## config.mk

```make
export PLATFORM = sky130hd
export DESIGN_NAME = pcs_core
export DESIGN_NICKNAME = d
export VERILOG_FILES = /design/src/pcs_pkg.sv /design/src/pcs_core.sv /design/src/pcs_stack_mem.sv
export SDC_FILE = /design/constraint.sdc
export NUM_CORES = 1
export LEC_CHECK = 0
export ABC_AREA = 1
export BUFFER_PORTS_ARGS = -buffer_cell sky130_fd_sc_hd__buf_2
export CAP_MARGIN = 20
export CORE_UTILIZATION = 55
export CTS_CLUSTER_DIAMETER = 50
export DETAILED_ROUTE_END_ITERATION = 6
export HOLD_SLACK_MARGIN = 0.06
export PLACE_DENSITY = 0.88
export REMOVE_ABC_BUFFERS = 1
export SYNTH_ARGS = -nofsm -noshare
export SYNTH_HDL_FRONTEND = slang
export SYNTH_SLANG_ARGS = --single-unit
export TNS_END_PERCENT = 10
```

## constraint.sdc

```tcl
create_clock -name ref_clk_i -period 2.35 [get_ports ref_clk_i]
set_input_delay 0.235 -clock ref_clk_i [delete_from_list [all_inputs] [get_ports ref_clk_i]]
set_output_delay 0.235 -clock ref_clk_i [all_outputs]
set_load 0.005 [all_outputs]
```

## src/pcs_pkg.sv

```systemverilog
// package for the program counter, return stack and indirect address block
package pcs_pkg;
    localparam int PC_W = 13;
    localparam int LOW_W = 8;
    localparam int HIGH_W = 5;
    localparam int STACK_DEPTH = 8;
    localparam int SP_W = 3;
    localparam int IND_ADDR_W = 9;
    localparam logic [PC_W-1:0] PC_RESET = 13'h0000;
    localparam logic [SP_W-1:0] SP_RESET = 3'h0;
    localparam logic [HIGH_W-1:0] LATCH_RESET = 5'h00;
    localparam logic [7:0] IND_PORT_ADDR = 8'h00;
    localparam logic [7:0] ZERO_BYTE = 8'h00;
    localparam int JUMP_TOP_POS = 3;
    localparam int JUMP_LIT_W = 11;

    typedef enum logic [2:0] {
        PCS_OP_NONE = 3'b001,
        PCS_OP_PUSH = 3'b010,
        PCS_OP_POP = 3'b100
    } pcs_stack_op_e;

    // one sequencing request per executed instruction
    typedef struct packed {
        logic advance;
        logic low_write;
        logic [LOW_W-1:0] low_data;
        logic jump;
        logic call;
        logic irq_vector;
        logic ret;
        logic [JUMP_LIT_W-1:0] target;
        logic [PC_W-1:0] vector_addr;
    } pcs_seq_req_s;

    // one data access through the indirect port
    typedef struct packed {
        logic valid;
        logic write;
        logic [7:0] wdata;
    } pcs_ind_req_s;
endpackage : pcs_pkg

```

## src/pcs_core.sv

```systemverilog
// program counter sequencing, return stack and indirect addressing
//
// Overview of operation
// - thirteen bit program counter, low byte readable and writable.
// - upper counter bits never written directly, only via the latch, jump literal, stack, vector or increment carry.
// - any reset clears the whole program counter.
// - writing the low byte loads all five upper bits from the latch.
// - call or jump takes only latch bits four and three on top.
// - eight entry thirteen bit stack, pointer hidden from software.
// - call or interrupt vectoring pushes the program counter.
// - return, return literal and return from interrupt pop the stack.
// - push and pop never alter the high latch.
// - stack is circular, ninth push overwrites the first.
// - no overflow or underflow indication exists.
// - indirect port is no register, it accesses the pointed location.
// - pointer at the indirect port itself reads back zero.
// - pointer at the indirect port itself writes nothing.
// - nine bit indirect address from pointer and page select.
`timescale 1ns/100ps
`default_nettype none
module pcs_core
    import pcs_pkg::*;
#(
    parameter int DEPTH = STACK_DEPTH
) (
    input wire logic ref_clk_i,
    input wire logic resetn_i,
    input wire pcs_seq_req_s seq_i,
    input wire logic latch_we_i,
    input wire logic [HIGH_W-1:0] latch_wdata_i,
    input wire logic ptr_we_i,
    input wire logic [7:0] ptr_wdata_i,
    input wire logic page_select_bit_i,
    input wire pcs_ind_req_s ind_i,
    input wire logic [7:0] ram_rdata_i,
    output logic [PC_W-1:0] pc_o,
    output logic [LOW_W-1:0] pc_low_byte_o,
    output logic [HIGH_W-1:0] pc_high_latch_o,
    output logic [7:0] file_pointer_o,
    output logic [IND_ADDR_W-1:0] ind_addr_o,
    output logic ram_we_o,
    output logic [7:0] ram_wdata_o,
    output logic ram_re_o,
    output logic ind_rdata_valid_o,
    output logic [7:0] ind_rdata_o,
    output logic pop_pending_o
);
    if (DEPTH != STACK_DEPTH) begin : g_bad_depth
        $error("stack depth is fixed by the pointer width");
    end

    function automatic logic [SP_W-1:0] sp_step(input logic [SP_W-1:0] sp, input logic up);
        sp_step = up ? SP_W'(sp + 1'b1) : SP_W'(sp - 1'b1);
    endfunction : sp_step

    logic [PC_W-1:0] pc_reg;
    logic [PC_W-1:0] pc_next;
    logic [HIGH_W-1:0] pc_high_latch;
    logic [HIGH_W-1:0] latch_next;
    logic [7:0] file_pointer_reg;
    logic [7:0] ptr_next;
    logic [SP_W-1:0] sp_reg;
    logic [SP_W-1:0] sp_next;
    logic pop_wait_reg;
    logic [IND_ADDR_W-1:0] ind_addr_reg;
    logic ram_we_reg;
    logic ram_re_reg;
    logic [7:0] ram_wdata_reg;
    logic ind_rd_pend_reg;
    logic ind_rd_self_reg;
    logic ind_valid_reg;
    logic [7:0] ind_rdata_reg;

    pcs_stack_op_e stack_op;
    wire logic [PC_W-1:0] stack_rdata;
    wire logic [PC_W-1:0] pc_inc = PC_W'(pc_reg + 1'b1);

    wire logic do_push = seq_i.call | seq_i.irq_vector;
    wire logic do_pop = seq_i.ret & ~pop_wait_reg;
    // pop reads the entry below the pointer
    wire logic [SP_W-1:0] pop_addr = sp_step(sp_reg, 1'b0);
    // only latch bits four and three on top
    wire logic [PC_W-1:0] jump_target = {pc_high_latch[HIGH_W-1:JUMP_TOP_POS], seq_i.target};
    // whole latch into the upper bits
    wire logic [PC_W-1:0] low_write_target = {pc_high_latch, seq_i.low_data};

    assign stack_op = do_push ? PCS_OP_PUSH : (do_pop ? PCS_OP_POP : PCS_OP_NONE);
    wire logic stack_we = (stack_op == PCS_OP_PUSH);
    // vector saves the address not yet run, call the next one
    wire logic [PC_W-1:0] push_data = seq_i.irq_vector ? pc_reg : pc_inc;

    pcs_stack_mem #(
        .DEPTH(STACK_DEPTH),
        .WIDTH(PC_W),
        .AW(SP_W)
    ) u_stack (
        .ref_clk_i(ref_clk_i),
        .wr_en_i(stack_we),
        .wr_addr_i(sp_reg),
        .wr_data_i(push_data),
        .rd_addr_i(pop_addr),
        .rd_data_o(stack_rdata)
    );

    // pop takes two cycles since stack read data is registered
    always_comb begin
        pc_next = pc_reg;
        sp_next = sp_reg;
        case (stack_op)
            PCS_OP_PUSH: begin
                sp_next = sp_step(sp_reg, 1'b1);
                pc_next = seq_i.irq_vector ? seq_i.vector_addr : jump_target;
            end
            PCS_OP_POP: begin
                sp_next = pop_addr;
            end
            PCS_OP_NONE: begin
                if (pop_wait_reg) begin
                    pc_next = stack_rdata;
                end else if (seq_i.low_write) begin
                    pc_next = low_write_target;
                end else if (seq_i.jump) begin
                    pc_next = jump_target;
                end else if (seq_i.advance) begin
                    pc_next = pc_inc;
                end
            end
            default: begin
                pc_next = pc_reg;
                sp_next = sp_reg;
            end
        endcase
    end

    // latch changes only on its own write
    assign latch_next = latch_we_i ? latch_wdata_i : pc_high_latch;
    assign ptr_next = ptr_we_i ? ptr_wdata_i : file_pointer_reg;

    // page bit on top of pointer
    wire logic [IND_ADDR_W-1:0] ind_addr = {page_select_bit_i, file_pointer_reg};
    // pointer aimed at the port itself
    wire logic ind_self = (file_pointer_reg == IND_PORT_ADDR);
    // accesses go to the pointed location
    wire logic ram_we_next = ind_i.valid & ind_i.write & ~ind_self;
    wire logic ram_re_next = ind_i.valid & ~ind_i.write;

    always_ff @(posedge ref_clk_i) begin
        if (!resetn_i) begin
            pc_reg <= PC_RESET;
        end else begin
            // upper bits only via pc_next paths
            pc_reg <= pc_next;
        end
    end

    always_ff @(posedge ref_clk_i) begin
        if (!resetn_i) begin
            sp_reg <= SP_RESET;
        end else begin
            sp_reg <= sp_next;
        end
    end

    always_ff @(posedge ref_clk_i) begin
        if (!resetn_i) begin
            pc_high_latch <= LATCH_RESET;
        end else begin
            pc_high_latch <= latch_next;
        end
    end

    always_ff @(posedge ref_clk_i) begin
        if (!resetn_i) begin
            file_pointer_reg <= ZERO_BYTE;
        end else begin
            file_pointer_reg <= ptr_next;
        end
    end

    always_ff @(posedge ref_clk_i) begin
        if (!resetn_i) begin
            pop_wait_reg <= 1'b0;
        end else begin
            pop_wait_reg <= do_pop;
        end
    end

    always_ff @(posedge ref_clk_i) begin
        if (!resetn_i) begin
            ind_addr_reg <= '0;
        end else begin
            ind_addr_reg <= ind_addr;
        end
    end

    always_ff @(posedge ref_clk_i) begin
        if (!resetn_i) begin
            ram_we_reg <= 1'b0;
        end else begin
            ram_we_reg <= ram_we_next;
        end
    end

    always_ff @(posedge ref_clk_i) begin
        if (!resetn_i) begin
            ram_re_reg <= 1'b0;
        end else begin
            ram_re_reg <= ram_re_next;
        end
    end

    always_ff @(posedge ref_clk_i) begin
        if (!resetn_i) begin
            ram_wdata_reg <= ZERO_BYTE;
        end else begin
            ram_wdata_reg <= ind_i.wdata;
        end
    end

    always_ff @(posedge ref_clk_i) begin
        if (!resetn_i) begin
            ind_rd_pend_reg <= 1'b0;
        end else begin
            ind_rd_pend_reg <= ram_re_next;
        end
    end

    always_ff @(posedge ref_clk_i) begin
        if (!resetn_i) begin
            ind_rd_self_reg <= 1'b0;
        end else begin
            ind_rd_self_reg <= ind_self;
        end
    end

    // read data arrives one cycle after the strobe
    always_ff @(posedge ref_clk_i) begin
        if (!resetn_i) begin
            ind_valid_reg <= 1'b0;
        end else begin
            ind_valid_reg <= ind_rd_pend_reg;
        end
    end

    always_ff @(posedge ref_clk_i) begin
        if (!resetn_i) begin
            ind_rdata_reg <= ZERO_BYTE;
        end else begin
            ind_rdata_reg <= ind_rd_self_reg ? ZERO_BYTE : ram_rdata_i;
        end
    end

    assign pc_low_byte_o = pc_reg[LOW_W-1:0];
    assign pc_o = pc_reg;
    assign pc_high_latch_o = pc_high_latch;
    assign file_pointer_o = file_pointer_reg;
    assign ind_addr_o = ind_addr_reg;
    assign ram_we_o = ram_we_reg;
    assign ram_re_o = ram_re_reg;
    assign ram_wdata_o = ram_wdata_reg;
    assign ind_rdata_valid_o = ind_valid_reg;
    assign ind_rdata_o = ind_rdata_reg;
    assign pop_pending_o = pop_wait_reg;
endmodule : pcs_core
`default_nettype wire

```

## src/pcs_stack_mem.sv

```systemverilog
// storage for the circular return stack, registered read
`timescale 1ns/100ps
`default_nettype none
module pcs_stack_mem
    import pcs_pkg::*;
#(
    parameter int DEPTH = STACK_DEPTH,
    parameter int WIDTH = PC_W,
    parameter int AW = SP_W
) (
    input wire logic ref_clk_i,
    input wire logic wr_en_i,
    input wire logic [AW-1:0] wr_addr_i,
    input wire logic [WIDTH-1:0] wr_data_i,
    input wire logic [AW-1:0] rd_addr_i,
    output logic [WIDTH-1:0] rd_data_o
);
    if (DEPTH != (1 << AW)) begin : g_bad_depth
        $error("depth must equal two to the address width");
    end

    logic [WIDTH-1:0] mem [DEPTH];

    always_ff @(posedge ref_clk_i) begin
        if (wr_en_i) begin
            mem[wr_addr_i] <= wr_data_i;
        end
        rd_data_o <= mem[rd_addr_i];
    end
endmodule : pcs_stack_mem
`default_nettype wire

```

==> results.json <==
{
  "outcome": "finished, final reports clean",
  "syn-cell-area_um2": 7418,
  "cts-buffers-inserted": 17,
  "pin_count": 137,
  "drtIter0Drc": 746,
  "syn_to_final_growth_pct": 22.26,
  "ant_nets": 0,
  "clk_pin_slew_ps": 60,
  "wire_per_inst_um": 18.42,
  "cp-end-kind": "register",
  "clock_latency_ps": 440,
  "rsz0062_at_grt": "no",
  "largest_reg_flops": 104,
  "tns_ps": 0,
  "fp.dieW_um": 118.1,
  "finClkSkew_ps": 5.683,
  "yosys.area.top_type": "edfxtp_1",
  "yosysWarningCount": 0,
  "cellLeakagePower_nw": 3.936,
  "worst_slew_pin_slew_ps": 871.4,
  "synth_edf_count": 104,
  "synthCells": 793,
  "clockBufferDepth": 2,
  "maxCapViolations": 0,
  "ys.flop_type": "edfxtp_1",
  "crit_path_start_kind": "register",
  "vias": 6554,
  "grt_pass1_wl_mm": 32.68,
  "root_buffer": "clkbuf_16",
  "required_ps": 2490,
  "max_freq_mhz": 465.4,
  "hold_viol": 0,
  "stdcell_count": 1140,
  "period_share_pct": 91.43,
  "critical_path_buf_inv_count": 0,
  "grt.overflow.total": 0,
  "ys_seq_area_share_pct": 61.53,
  "synth-xor-area-share_pct": 0.6915,
  "port_buffers": 136,
  "cts_tree": "yes",
  "top_register": "u_stack.mem",
  "crit_arrival_ps": 2290,
  "place_hpwl_mm": 13.31,
  "placed_area_um2": 8320,
  "crit_start": "pc_o[0]",
  "antenna_cells": 0,
  "path_cells": "ha_1, nand3_1, nor2_4, nand3_1, a31oi_1",
  "antenna_found_initial": 0,
  "cts.sinks": 176,
  "synthArstFlopShare_pct": 0,
  "num_rows": 42,
  "slew_headroom_pct": 41.29,
  "critPathSlowestCell": "a31oi_1",
  "rr_startpoint": "pc_o[0]",
  "avgSynthCellArea_um2": 9.355,
  "drive_gt1_share_pct": 21.68,
  "synth_simple_gate_area_share_pct": 15.69,
  "core_um2": 13190,
  "grt_max_degree": 57,
  "die-area_um2": 13960,
  "slew_viol_final": 0,
  "cts_htree_levels": 4,
  "powerDensity_nw_per_um2": 830.9,
  "synth_top_family_by_area": "simple AND/OR/NAND/NOR gates",
  "grt_usage_pct": 31.41,
  "globalplace.congestion": 0.8782,
  "min_from": "ind_i[9]",
  "hp-class": "in -> reg",
  "synth_fa_ha_area_share_pct": 0.5060,
  "ys_ff_latch": 176,
  "ys_types": 29,
  "totalWireLength_mm": 21.00,
  "worst-path-max-fanout": 8,
  "synthTopCellsByArea": "edfxtp_1 (42%), dfxtp_1 (19%), nor2_1 (7.6%)",
  "postCtsSetupRepairBufs": 0,
  "initial_core_util_pct": 56.24,
  "avgViaCountPerCell": 5.749,
  "fin_area_um2": 9070,
  "critPathTopFamily": "compound AO/OA/AOI/OAI gates",
  "dr.pass1.iters": 5,
  "finalCriticalPeriod_ps": 2149,
  "first_global_vias": 6391,
  "die_h_um": 118.1,
  "synth_compound_area_share_pct": 14.57,
  "muxShareOfSynthArea_pct": 0,
  "dp_cells": 1089,
  "irDropWorstVdd_uv": 449.9,
  "setup_viol": 0,
  "path_class": "reg -> reg",
  "nets": 1028,
  "synth.top_cell.area_share_pct": 42.10,
  "cpMostUsedCell": "nand3_1",
  "drc_errors": 0,
  "max_stage_delay_ps": 590
}
-- where the power goes --
group / internal, mW / leakage (nW) / switching [mW] / total, mW
clock network: 1.60 / 0.277 / 1.10 / 2.70
logic: 0.422 / 2.10 / 0.733 / 1.16
registers: 3.56 / 1.56 / 0.120 / 3.68
total: 5.58 / 3.94 / 1.95 / 7.54
-- cells in the final DEF, fill, tap and decap left out, types with 4 or more instances in the layout --
| cell | n |
|---|---|
| a21oi_1 | 56 |
| o211ai_1 | 4 |
| edfxtp_1 | 104 |
| a31oi_2 | 7 |
| o22ai_1 | 14 |
| nand2_1 | 108 |
| nand3_1 | 20 |
| dfxtp_1 | 72 |
| buf_4 | 33 |
| inv_1 | 70 |
| buf_2 | 136 |
| dlygate4sd3_1 | 19 |
| clkbuf_16 | 17 |
| nor2_1 | 150 |
| nand4_1 | 5 |
| o21ai_0 | 101 |
| a31oi_1 | 13 |
| clkinv_2 | 4 |
| clkbuf_1 | 5 |
-- layout make-up --
class / instances / area, um2
multi-input combinational: 495 / 2333
timing repair buffer: 188 / 1119
clock buffer: 24 / 471.7
fill: 895 / 4120
clock inverter: 8 / 87.58
tap: 176 / 220.2
inverter: 73 / 274.0
sequential: 176 / 4564
-- stage by stage --
step | hold slack [ps] | util (%) | worst slack (ps) | power [mW]
2_1_floorplan | 307.4 | - | -1716 | 4.328
3_3_place_gp | 405.3 | 63.08 | 496.7 | 4.760
3_5_place_dp | 405.5 | 63.08 | 292.6 | 4.820
4_1_cts | 68.86 | 68.76 | 258.2 | 7.495
5_1_grt | 69.73 | 68.76 | 82.36 | 7.818
6_report | 68.26 | 68.76 | 201.3 | 7.536
-- kinds of logic after synthesis --
group | after synthesis
buffers and inverters | 122
XOR/XNOR | 5
AO/OA/AOI/OAI | 196
adder cells (fa/ha/maj) | 3
flip-flops | 176
AND/OR/NAND/NOR | 291
-- synth_stat cells (all sizes together), types with 2 or more instances --
cell / instances
a21oi: 56
a31oi: 20
buf: 24
clkbuf: 25
dfxtp: 72
edfxtp: 104
ha: 3
inv: 72
nand2: 108
nand3: 20
nand4: 5
nor2: 153
nor3: 2
o211ai: 4
o21ai: 101
o22ai: 14
or2: 2
xnor2: 2
xor2: 3
-- worst reg2reg max path: stages (launching register included) --
cell,delay (ps)
dfxtp_1,460
ha_1,230
nand3_1,210
nor2_4,230
nand3_1,130
a31oi_1,590
-- timing repair --
| item | in CTS | in global routing |
|---|---|---|
| hold endpoints to repair | 19 | 0 |
| hold buffers | 19 | 0 |
| resized for setup | 0 | 0 |
-- path summary, 6_finish.rpt --
kind	endpoint	slack (ps)	cells after the start
worst min-delay path	ind_rd_pend_reg	70	3
worst max-delay path	u_stack.mem[6][8]	200	5
worst max register to register	u_stack.mem[6][8]	200	5
worst min register to register	ind_addr_o[0]	440	2
-- routing by layer --
layer	track usage, %	vias up	part of all wire [%]
li1	-	2983	-
met1	36.61	3074	36
met2	52.13	392	49
met3	7.722	105	9.6
met4	19.71	0	5.9
met5	0	-	0
Note: power is estimated with default switching activity, not from simulation.
